[config.mk]
export PLATFORM = sky130hd
export DESIGN_NAME = pec_error_counters
export DESIGN_NICKNAME = d
export VERILOG_FILES = /design/src/pec_pkg.sv /design/src/pec_sat_counter.sv /design/src/pec_update_timer.sv /design/src/pec_error_counters.sv
export SDC_FILE = /design/constraint.sdc
export NUM_CORES = 1
export LEC_CHECK = 0
export ABC_AREA = 1
export CELL_PAD_IN_SITES_DETAIL_PLACEMENT = 0
export CELL_PAD_IN_SITES_GLOBAL_PLACEMENT = 1
export CORE_MARGIN = 2
export CORE_UTILIZATION = 52
export CTS_BUF_LIST = sky130_fd_sc_hd__clkbuf_8
export DETAILED_ROUTE_END_ITERATION = 8
export DONT_BUFFER_PORTS = 1
export PLACE_DENSITY = 0.88
export SLEW_MARGIN = 30
export SYNTH_ARGS = -nofsm -noshare
export SYNTH_HDL_FRONTEND = slang
export SYNTH_SLANG_ARGS = --single-unit
export TNS_END_PERCENT = 1
[constraint.sdc]
create_clock -name core_clk_in -period 7.6 [get_ports core_clk_in]
set_input_delay 2.28 -clock core_clk_in [delete_from_list [all_inputs] [get_ports core_clk_in]]
set_output_delay 2.28 -clock core_clk_in [all_outputs]
set_load 0.005 [all_outputs]
[src/pec_pkg.sv]
// Constants for the receive path error counter block
`default_nettype none
package pec_pkg;
    // =====================================================================
    // Timing
    localparam int unsigned CLK_RATE_HZ          = 10_000_000;
    localparam int unsigned UPDATE_SECOND_S      = 1;
    localparam int unsigned UPDATE_SECOND_CYCLES = UPDATE_SECOND_S * CLK_RATE_HZ;
    localparam int unsigned T1_FAST_FRAMES       = 333;
    localparam int unsigned E1_FAST_FRAMES       = 500;
    localparam int unsigned FRAME_CNT_WIDTH      = 10;
    localparam int unsigned CNT_WIDTH            = 16;

    // =====================================================================
    // Register indices; byte address is four times the index
    localparam logic [7:0]  REG_CONFIG_IDX    = 8'h41;
    localparam logic [7:0]  REG_PATH_HI_IDX   = 8'h44;
    localparam logic [7:0]  REG_PATH_LO_IDX   = 8'h45;
    localparam logic [7:0]  REG_FRAME_HI_IDX  = 8'h46;
    localparam logic [7:0]  REG_FRAME_LO_IDX  = 8'h47;
    localparam logic [7:0]  REG_FAR_HI_IDX    = 8'h48;
    localparam logic [7:0]  REG_FAR_LO_IDX    = 8'h49;
    localparam int unsigned ADDR_WIDTH        = 12;

    // =====================================================================
    // Counter configuration fields and reset values
    localparam int unsigned CFG_MOS_SEL_BIT   = 1;
    localparam int unsigned CFG_FS_REPORT_BIT = 2;
    localparam int unsigned CFG_ACCUM_BIT     = 4;
    localparam int unsigned CFG_INTERVAL_BIT  = 5;
    localparam int unsigned CFG_MANUAL_BIT    = 6;
    localparam logic [7:0]  CFG_RESET         = 8'h00;
    localparam logic [7:0]  CFG_WRITE_MASK    = 8'h7f;
    localparam logic [15:0] COUNT_RESET       = 16'h0000;
endpackage : pec_pkg
`default_nettype wire

[src/pec_sat_counter.sv]
// Saturating event counter with clear
`timescale 1ns/1ps
`default_nettype none
module pec_sat_counter #(
    parameter int unsigned WIDTH = pec_pkg::CNT_WIDTH
) (
    input  wire logic             core_clk_in,
    input  wire logic             srst_in,
    input  wire logic             inc_in,
    input  wire logic             clear_in,
    output logic [WIDTH-1:0]      count_out
);
    wire at_max = &count_out;

    always_ff @(posedge core_clk_in) begin
        if (srst_in) begin
            count_out <= WIDTH'(pec_pkg::COUNT_RESET);
        // Event in the clearing cycle starts the new interval
        end else if (clear_in) begin
            count_out <= WIDTH'(inc_in);
        end else if (inc_in && !at_max) begin
            count_out <= count_out + 1'b1;
        end
    end
endmodule : pec_sat_counter
`default_nettype wire

[src/pec_update_timer.sv]
// Automatic update interval timer: one second or a fixed frame count
`timescale 1ns/1ps
`default_nettype none
module pec_update_timer #(
    parameter int unsigned SECOND_CYCLES = pec_pkg::UPDATE_SECOND_CYCLES
) (
    input  wire logic core_clk_in,
    input  wire logic srst_in,
    input  wire logic e1_mode_in,
    input  wire logic fast_sel_in,
    input  wire logic frame_in,
    output logic      tick_out
);
    localparam int unsigned SEC_W = $clog2(SECOND_CYCLES + 1);
    localparam int unsigned FW    = pec_pkg::FRAME_CNT_WIDTH;

    logic [SEC_W-1:0] sec_cnt;
    logic [FW-1:0]    frame_cnt;

    wire [FW-1:0] frame_limit = e1_mode_in ? FW'(pec_pkg::E1_FAST_FRAMES - 1)
                                           : FW'(pec_pkg::T1_FAST_FRAMES - 1);
    wire sec_done   = (sec_cnt == SEC_W'(SECOND_CYCLES - 1));
    wire frame_done = frame_in && (frame_cnt >= frame_limit);

    always_ff @(posedge core_clk_in) begin
        if (srst_in) begin
            sec_cnt <= '0;
        end else begin
            sec_cnt <= sec_done ? '0 : sec_cnt + 1'b1;
        end
    end

    // Frame count follows line frames, not the core clock
    always_ff @(posedge core_clk_in) begin
        if (srst_in) begin
            frame_cnt <= '0;
        end else if (frame_in) begin
            frame_cnt <= frame_done ? '0 : frame_cnt + 1'b1;
        end
    end

    always_ff @(posedge core_clk_in) begin
        if (srst_in) begin
            tick_out <= 1'b0;
        end else begin
            tick_out <= fast_sel_in ? frame_done : sec_done;
        end
    end
endmodule : pec_update_timer
`default_nettype wire

[src/pec_error_counters.sv]
// Receive path, frame and far-end block error counters with APB access
//
// Behaviour
// - T1 ESF counts every failed CRC6 codeword in the path counter.
// - T1 D4 path counter counts Ft errors, plus Fs errors when enabled.
// - T1 path counter holds while receive sync is lost.
// - E1 path counter counts CRC4 errors; stops on FAS or CRC4 sync loss.
// - Path count is 16 bits, upper byte then lower byte.
// - T1 multiframe mode counts out-of-sync multiframes, also during sync loss.
// - T1 F-bit mode counts Ft (D4) or FPS (ESF) errors; stops on sync loss.
// - E1 frame counter counts FAS word errors; stops on receive sync loss.
// - E1 frame counter ignores FAS errors while searching any alignment.
// - Frame count is 16 bits, upper byte then lower byte.
// - E1 CRC4 only: far-end counter counts each received zero E-bit.
// - Far-end counter stops on FAS or CRC4 sync loss, not CAS.
// - Far-end count is 16 bits, upper byte then lower byte.
// - All counters saturate at maximum, never wrap.
// - Auto update latches and clears each second or every 333/500 frames.
// - Manual bit rising edge latches and clears next clock; host waits.
//
// Decided for this implementation: the APB interface to the registers.
`timescale 1ns/1ps
`default_nettype none
module pec_error_counters #(
    parameter int unsigned SECOND_CYCLES = pec_pkg::UPDATE_SECOND_CYCLES,
    parameter int unsigned CNT_WIDTH     = pec_pkg::CNT_WIDTH
) (
    input  wire logic                            core_clk_in,
    input  wire logic                            srst_in,
    // APB slave
    input  wire logic [pec_pkg::ADDR_WIDTH-1:0]  paddr_in,
    input  wire logic                            psel_in,
    input  wire logic                            penable_in,
    input  wire logic                            pwrite_in,
    input  wire logic [31:0]                     pwdata_in,
    output logic [31:0]                          prdata_out,
    output logic                                 pready_out,
    output logic                                 pslverr_out,
    // Framer state
    input  wire logic                            e1_mode_in,
    input  wire logic                            esf_mode_in,
    input  wire logic                            crc4_mf_mode_in,
    input  wire logic                            receive_sync_lost_in,
    input  wire logic                            fas_sync_lost_in,
    input  wire logic                            crc4_sync_lost_in,
    input  wire logic                            cas_sync_lost_in,
    // Framer event strobes, one cycle each
    input  wire logic                            crc6_err_in,
    input  wire logic                            ft_err_in,
    input  wire logic                            fs_err_in,
    input  wire logic                            fps_err_in,
    input  wire logic                            crc4_err_in,
    input  wire logic                            fas_word_err_in,
    input  wire logic                            multiframe_in,
    input  wire logic                            frame_in,
    input  wire logic                            e_bit_valid_in,
    input  wire logic                            e_bit_in
);
    localparam int unsigned NCNT = 3;
    localparam int unsigned AW   = pec_pkg::ADDR_WIDTH;

    // =====================================================================
    // Address decode
    function automatic logic [AW-1:0] byte_addr(input logic [7:0] idx);
        byte_addr = {2'h0, idx, 2'h0};
    endfunction : byte_addr

    wire sel_cfg      = (paddr_in == byte_addr(pec_pkg::REG_CONFIG_IDX));
    wire sel_path_hi  = (paddr_in == byte_addr(pec_pkg::REG_PATH_HI_IDX));
    wire sel_path_lo  = (paddr_in == byte_addr(pec_pkg::REG_PATH_LO_IDX));
    wire sel_frame_hi = (paddr_in == byte_addr(pec_pkg::REG_FRAME_HI_IDX));
    wire sel_frame_lo = (paddr_in == byte_addr(pec_pkg::REG_FRAME_LO_IDX));
    wire sel_far_hi   = (paddr_in == byte_addr(pec_pkg::REG_FAR_HI_IDX));
    wire sel_far_lo   = (paddr_in == byte_addr(pec_pkg::REG_FAR_LO_IDX));
    wire mapped       = sel_cfg | sel_path_hi | sel_path_lo | sel_frame_hi
                      | sel_frame_lo | sel_far_hi | sel_far_lo;

    wire apb_setup  = psel_in && !penable_in;
    wire apb_access = psel_in && penable_in;
    wire cfg_write  = apb_access && pwrite_in && sel_cfg;

    // =====================================================================
    // Counter configuration
    logic [7:0] counter_config;
    logic       manual_prev;

    always_ff @(posedge core_clk_in) begin
        if (srst_in) begin
            counter_config <= pec_pkg::CFG_RESET;
        end else if (cfg_write) begin
            counter_config <= pwdata_in[7:0] & pec_pkg::CFG_WRITE_MASK;
        end
    end

    wire multiframe_sync_count_select = counter_config[pec_pkg::CFG_MOS_SEL_BIT];
    wire fs_bit_report_enable         = counter_config[pec_pkg::CFG_FS_REPORT_BIT];
    wire accumulation_mode_select     = counter_config[pec_pkg::CFG_ACCUM_BIT];
    wire auto_update_interval_select  = counter_config[pec_pkg::CFG_INTERVAL_BIT];
    wire manual_count_update          = counter_config[pec_pkg::CFG_MANUAL_BIT];

    always_ff @(posedge core_clk_in) begin
        if (srst_in) begin
            manual_prev <= 1'b0;
        end else begin
            manual_prev <= manual_count_update;
        end
    end

    // =====================================================================
    // Update source
    logic auto_tick;

    pec_update_timer #(
        .SECOND_CYCLES (SECOND_CYCLES)
    ) u_timer (
        .core_clk_in (core_clk_in),
        .srst_in     (srst_in),
        .e1_mode_in  (e1_mode_in),
        .fast_sel_in (auto_update_interval_select),
        .frame_in    (frame_in),
        .tick_out    (auto_tick)
    );

    wire manual_edge = accumulation_mode_select && manual_count_update && !manual_prev;
    wire update      = accumulation_mode_select ? manual_edge : auto_tick;

    // =====================================================================
    // Event qualification
    // CRC6 in ESF
    wire t1_path_evt = esf_mode_in ? crc6_err_in
                                   : (ft_err_in || (fs_bit_report_enable && fs_err_in));
    wire path_inc_t1 = !receive_sync_lost_in && t1_path_evt; // gated by sync loss
    // CRC4 gated by FAS and CRC4 sync
    wire path_inc_e1 = crc4_err_in && !fas_sync_lost_in && !crc4_sync_lost_in;
    wire path_inc    = e1_mode_in ? path_inc_e1 : path_inc_t1;

    // out-of-sync multiframes, counted through sync loss
    wire mos_inc     = multiframe_in && receive_sync_lost_in;
    // Ft or FPS errors, gated by sync loss
    wire fbit_inc    = !receive_sync_lost_in && (esf_mode_in ? fps_err_in : ft_err_in);
    // FAS word errors outside any search
    wire frame_inc_e1 = fas_word_err_in && !receive_sync_lost_in && !fas_sync_lost_in
                      && !cas_sync_lost_in && !crc4_sync_lost_in;
    wire frame_inc   = e1_mode_in ? frame_inc_e1
                     : (multiframe_sync_count_select ? mos_inc : fbit_inc);

    wire far_end_inc = e1_mode_in && crc4_mf_mode_in && e_bit_valid_in && !e_bit_in
                     && !fas_sync_lost_in && !crc4_sync_lost_in;

    // =====================================================================
    // Counters and latched counts
    wire  [NCNT-1:0]      inc_vec = {far_end_inc, frame_inc, path_inc};
    logic [CNT_WIDTH-1:0] run_cnt [NCNT];
    logic [CNT_WIDTH-1:0] latched [NCNT];

    genvar gi;
    generate
        for (gi = 0; gi < NCNT; gi++) begin : g_cnt
            pec_sat_counter #(
                .WIDTH (CNT_WIDTH)
            ) u_cnt (
                .core_clk_in (core_clk_in),
                .srst_in     (srst_in),
                .inc_in      (inc_vec[gi]),
                .clear_in    (update),
                .count_out   (run_cnt[gi])
            );

            always_ff @(posedge core_clk_in) begin
                if (srst_in) begin
                    latched[gi] <= CNT_WIDTH'(pec_pkg::COUNT_RESET);
                end else if (update) begin
                    latched[gi] <= run_cnt[gi];
                end
            end
        end
    endgenerate

    wire [CNT_WIDTH-1:0] path_count  = run_cnt[0];
    wire [CNT_WIDTH-1:0] frame_count = run_cnt[1];
    wire [CNT_WIDTH-1:0] far_end_count = run_cnt[2];

    // =====================================================================
    // Register read path
    // upper byte then lower byte
    wire [7:0] rd_byte = sel_cfg      ? counter_config
                       : sel_path_hi  ? latched[0][15:8]
                       : sel_path_lo  ? latched[0][7:0]
                       : sel_frame_hi ? latched[1][15:8]
                       : sel_frame_lo ? latched[1][7:0]
                       : sel_far_hi   ? latched[2][15:8]
                       : sel_far_lo   ? latched[2][7:0]
                       : 8'h00;

    // Data is captured in setup so access completes with no wait state
    always_ff @(posedge core_clk_in) begin
        if (srst_in) begin
            prdata_out <= 32'h0000_0000;
        end else if (apb_setup && !pwrite_in) begin
            prdata_out <= {24'h00_0000, rd_byte};
        end
    end

    assign pready_out  = 1'b1;
    assign pslverr_out = apb_access && !mapped;
endmodule : pec_error_counters
`default_nettype wire

# [After elaboration in Yosys (flattened, before gate mapping)]
# Memories as Yosys holds them, arrays and structs flattened.
# Index checks and enable logic that the tools add are counted.
[totals] reg_bits=99 ramBits=48 inputBits=66 out_inout_bits=34 wordCells=114 memories=1
[memory_table] name="latched" depth=3 width=16 rd=3 rd_ports_with_merged_regs=0 wr=3 line="pec_error_counters.sv:154" rtl="logic [CNT_WIDTH-1:0] latched [NCNT];"
[classes] addsub=5 magnitude_cmp=1 n_eq_ne=8 muxes=30 n_bitwise=9 n_reduce_logical=48
[op_table] op="equality test 12 x 9 -> 1 bit (second input constant)" count=7
[op_table] op="2-to-1 mux 8 bit" count=8
[op_table] op="adder 16 x 1 -> 16 bit (second input constant)" count=3
[op_table] op="2-to-1 mux 16 bit" count=3
[op_table] op="AND reduction 16 bit" count=3
[op_table] op="logical AND 1 bit" count=27
[op_table] op="adder 24 x 1 -> 24 bit (second input constant)" count=1
[op_table] op="equality test 24 bit (second input constant)" count=1
[op_table] op="2-to-1 mux 1 bit" count=18
[op_table] op="logical NOT 1 bit" count=12
[op_table] op="adder 10 x 1 -> 10 bit (second input constant)" count=1
[op_table] op="greater-or-equal comparator 10 bit" count=1
[op_table] op="2-to-1 mux 10 bit" count=1
[op_table] op="bitwise OR 1 bit" count=9
[op_table] op="nonzero test 2 bit" count=3
[op_table] op="OR reduction 2 bit" count=2
[op_table] op="logical OR 1 bit" count=1

# [Logic depth before layout (Yosys ltp)]
[depth] word_depth=9 ltp_mapped=12 mapped_depth_nobuf=12

# [By module]
# Synthesis repeated with hierarchy kept, for this count alone.
[hier_totals] cells_unflattened=1139 area_unflattened_um2=8221.6
[modules_own_cells] module="pec_error_counters" instances=1 cells_each=438 area_per_inst_um2=3569.7 seq_area_each_um2=1761.7
[modules_own_cells] module="pec_sat_counter" instances=3 cells_each=141 area_per_inst_um2=903.4 seq_area_each_um2=320.3
[modules_own_cells] module="pec_update_timer" instances=1 cells_each=278 area_per_inst_um2=1941.9 seq_area_each_um2=700.7

# [Least setup slack after synthesis]
# OpenSTA, ideal clock, no wires.
[synth_timing] path_kind="input-to-output" from="in paddr_in[8] in the netlist's numbering" to="out pslverr_out" arrival_ns=3.108 required_time_ns=5.320 slack_ns=2.212 cell_stages=5 path_buffers=0 cell_sequence="inv_1 > nor2_2 > nand2_1 > nor2_1 > a2111oi_0"
[synth_between] elab_chain_len=9 elab_cells_between_ends=15 cone_classes="eq/ne: 7; bitwise: 6; reduce/logical: 2"
[synth_rtl] item="start, declared" line="pec_error_counters.sv:31" rtl="input wire logic [pec_pkg::ADDR_WIDTH-1:0] paddr_in,"
[synth_rtl] item="equality test 12 x 9 -> 1 bit, on equally long branches" line="pec_error_counters.sv:68, pec_error_counters.sv:69"
[synth_rtl] item="bitwise OR 1 bit (3 in a row)" line="pec_error_counters.sv:75" rtl="wire mapped = sel_cfg | sel_path_hi | sel_path_lo | sel_frame_hi"
[synth_rtl] item="bitwise OR 1 bit (2 in a row)" line="pec_error_counters.sv:76" rtl="| sel_frame_lo | sel_far_hi | sel_far_lo;"
[synth_rtl] item="bitwise OR 1 bit (*)" line="pec_error_counters.sv:76"
[synth_rtl] item="logical NOT 1 bit (*)" line="pec_error_counters.sv:205" rtl="assign pslverr_out = apb_access && !mapped;"
[synth_rtl] item="logical AND 1 bit (*)" line="pec_error_counters.sv:205"
[synth_rtl] item="end, declared" line="pec_error_counters.sv:38" rtl="output logic pslverr_out,"
# Every way passes the cells marked *; elsewhere a longest branch is shown, timed or not.

# [Worst setup path after layout]
# Ends and elaborated chain as after synthesis.

==> flow_metrics.env <==
export IMPL_status="finished clean"
export IMPL_hold_buffers=0
export IMPL_ys_seq_elements=147
export IMPL_setup_violations=0
export IMPL_ant_nets=0
export IMPL_fillers=1441
export IMPL_postCtsSetupRepairBufs=0
export IMPL_fp_row_count=44
export IMPL_grt_use_met3_pct=5.02
export IMPL_fp_coreArea_um2=14600
export IMPL_clkPwrFrac_pct=38.9
export IMPL_drive_above_1_share_pct=7.98
export IMPL_cts_sinks=147
export IMPL_async_reset_ff_share_pct=0
export IMPL_post_drt_wl_per_cell_um=14.6
export IMPL_ctsLongestPathBuffers=2
export IMPL_drv_cap=0
export IMPL_critPathMaxFanout=5
export IMPL_hold_viol_final=0
export IMPL_cp_end_kind="output pin"
export IMPL_final_setup_tns_ns=0
export IMPL_ys_seq_area_share_pct=43.9
export IMPL_fin_hold_ws_ns=0.442
export IMPL_grt_busiest_layer="met2"
export IMPL_drt_first_pass_iters=7
export IMPL_avgSynthCellArea_um2=7.68
export IMPL_syn2layout_area_growth_pct=5.01
export IMPL_cp_top_family="compound AO/OA/AOI/OAI gates"
export IMPL_synth_edff_count=48
export IMPL_fin_crit_sh_pct=74.1
export IMPL_switching_share_pct=24.2
export IMPL_combPwrFrac_pct=3.9
export IMPL_cts_resized=0
export IMPL_grt_ovfl_total=0
export IMPL_internal_power_w=0.00110
export IMPL_power_frac_seq_pct=57.2
export IMPL_yosys_warnings=0
export IMPL_tightestPinTransition_ns=0.917
export IMPL_start_util_pct=53.4
export IMPL_crit_type="primary input to output pin"
export IMPL_hold_class="register to register"
export IMPL_drtIter0Drc=498
export IMPL_routed_wl_um=17600
export IMPL_h_tree_depth=4
export IMPL_synth_area_leaders="dfxtp_1 25%, edfxtp_1 19%, nand2_1 9.9%"
export IMPL_grt_max_degree=78
export IMPL_cts_tree="done"
export IMPL_ys_flop_type="dfxtp_1"
export IMPL_die_h_um=126
export IMPL_cpPeakStageDelay_ns=0.65
export IMPL_drc_errors=0
export IMPL_relSlewSlack_pct=38.9
export IMPL_synthTopCellsByCount="205 x nand2_1, 144 x nor2_1, 125 x inv_1"
export IMPL_cts_buffers=17
export IMPL_slew_viol_final=0
export IMPL_yosysMostFrequentCell="nand2_1"
export IMPL_vias_per_cell=5.25
export IMPL_gp_congestion=0.851
export IMPL_clk_pin_slew_ns=0.08
export IMPL_die_w_um=126
export IMPL_synth_cell_types=44
export IMPL_syn_instance_count=1014
export IMPL_dieArea_um2=16000
export IMPL_antenna_found_initial=0
export IMPL_critPathRequiredTime_ns=5.32
export IMPL_finalCriticalPeriod_ns=5.63
export IMPL_cp_slowest_cell="a2111oi_0"
export IMPL_powerDensity_nw_per_um2=177
export IMPL_worstPathArrival_ns=3.35
export IMPL_track_usage_pct=23.0
export IMPL_power_leakage_nw=2.91
export IMPL_yosysTopAreaCell="dfxtp_1"
export IMPL_start_kind="primary input"
export IMPL_grt_pass1_wl_um=29200
export IMPL_cp_buffers_inverters=1
export IMPL_io_buffers=0
export IMPL_power_w=0.00145
export IMPL_cts_root_buffer="clkbuf_8"
export IMPL_cp_cell_sequence="inv_1, nor2_2, nand2_1, nor2_1, a2111oi_0"
export IMPL_p_switching_w=0.000350
export IMPL_grt_pass1_vias=6007
export IMPL_yosys_area_top_type_share_pct=25.4
export IMPL_finalNetCount=1092
export IMPL_n_antenna_cell=0
export IMPL_gr_usage_met2_pct=37.0
export IMPL_hpwl_um=13000
export IMPL_ios=100
export IMPL_clock_latency_ns=0.45
export IMPL_vdd_ir_drop_max_mv=0.102
export IMPL_rsz0062_at_grt="no"
export IMPL_grt_util_met1_pct=31.0
export IMPL_clock_skew_ns=0.00925
export IMPL_synthesis_area_um2=7790
export IMPL_num_vias=6358
export IMPL_fmax_mhz=177
## layout by cell type, fill, tap and decap left out, types with 5 or more instances in the layout
master	synthesis	final
nand2_2	5	5
dfxtp_1	99	99
nor4_1	11	11
conb_1	2	25
a21oi_1	57	57
nand2_1	205	205
inv_2	9	9
clkbuf_8	0	18
edfxtp_1	48	48
nor2_2	7	7
o21ai_0	23	23
nor3_2	7	7
xor2_1	34	34
a211oi_2	7	7
ha_1	12	12
inv_1	125	126
nor2_1	144	144
nand3_1	60	60
nand4_1	23	23
nor3_1	45	45
## layout make-up
type	instances	area [µm²]	area share, %
Sequential cell	147	3420	41.8
Timing Repair Buffer	2	15.0	0.184
Clock buffer	18	248	3.03
Tap cell	184	230	2.81
Clock inverter	14	111	1.36
Multi-Input combinational cell	712	3650	44.6
Inverter	134	503	6.15
## stage by stage
stage / instances / utilization [%] / instance area, µm² / setup WS, ns
final: 1211 / 56.1 / 8180 / 1.97
after global routing: 1211 / 56.1 / 8180 / 1.80
after CTS: 1211 / 56.1 / 8180 / 1.98
after detailed placement: 1179 / 53.6 / 7820 / 1.98
after global placement: 1179 / 53.6 / 7820 / 1.98
after floorplan: 1037 / - / 7880 / 2.21
## kinds of logic (layout without fill, tap and decap cells)
| kind of cell | Yosys count | in the layout | share of synthesized area (%) |
|---|---|---|---|
| AND/OR/NAND/NOR | 534 | 534 | 31.7 |
| XOR/XNOR | 37 | 37 | 4.16 |
| AO/OA/AOI/OAI | 104 | 104 | 7.89 |
| adder cells (fa/ha/maj) | 12 | 12 | 1.93 |
| other | 2 | 25 | 0.0964 |
| buffers and inverters | 178 | 168 | 10.3 |
| flip-flops | 147 | 147 | 43.9 |
## sequential cells by signal, indices dropped and copies added, names as in the netlist
signal,cells
prdata_out,8
counter_config,7
latched,48
g_cnt.u_cnt.count_out,48
manual_prev,1
u_timer.frame_cnt,10
u_timer.tick_out,1
u_timer.sec_cnt,24
## routing by layer
metal | up-vias | wire (µm)
met5 | - | 0
met4 | 0 | 248
met3 | 18 | 775
met2 | 152 | 8260
met1 | 2913 | 8340
li1 | 3275 | -
## final timing paths
kind | startpoint | endpoint | depth (start not counted) | slack (ns)
max reg2reg | g_cnt[1].u_cnt.count_out[0] | g_cnt[1].u_cnt.count_out[6] | 8 | 5.44
min | u_timer.sec_cnt[0] | u_timer.sec_cnt[0] | 1 | 0.44
max | paddr_in[8] | pslverr_out | 5 | 1.97
min reg2reg | u_timer.sec_cnt[0] | u_timer.sec_cnt[0] | 1 | 0.44
## power groups by stage
| stage | Clock [W] | Combinational (W) | Sequential [W] |
|---|---|---|---|
| after floorplan | 0 | 0.0000563 | 0.000845 |
| after global placement | 0 | 0.0000560 | 0.000846 |
| after detailed placement | 0 | 0.0000567 | 0.000847 |
| after CTS | 0.000579 | 0.0000569 | 0.000828 |
| after global routing | 0.000612 | 0.0000654 | 0.000830 |
| final | 0.000564 | 0.0000565 | 0.000828 |
Power figures use the tool's default switching activity.
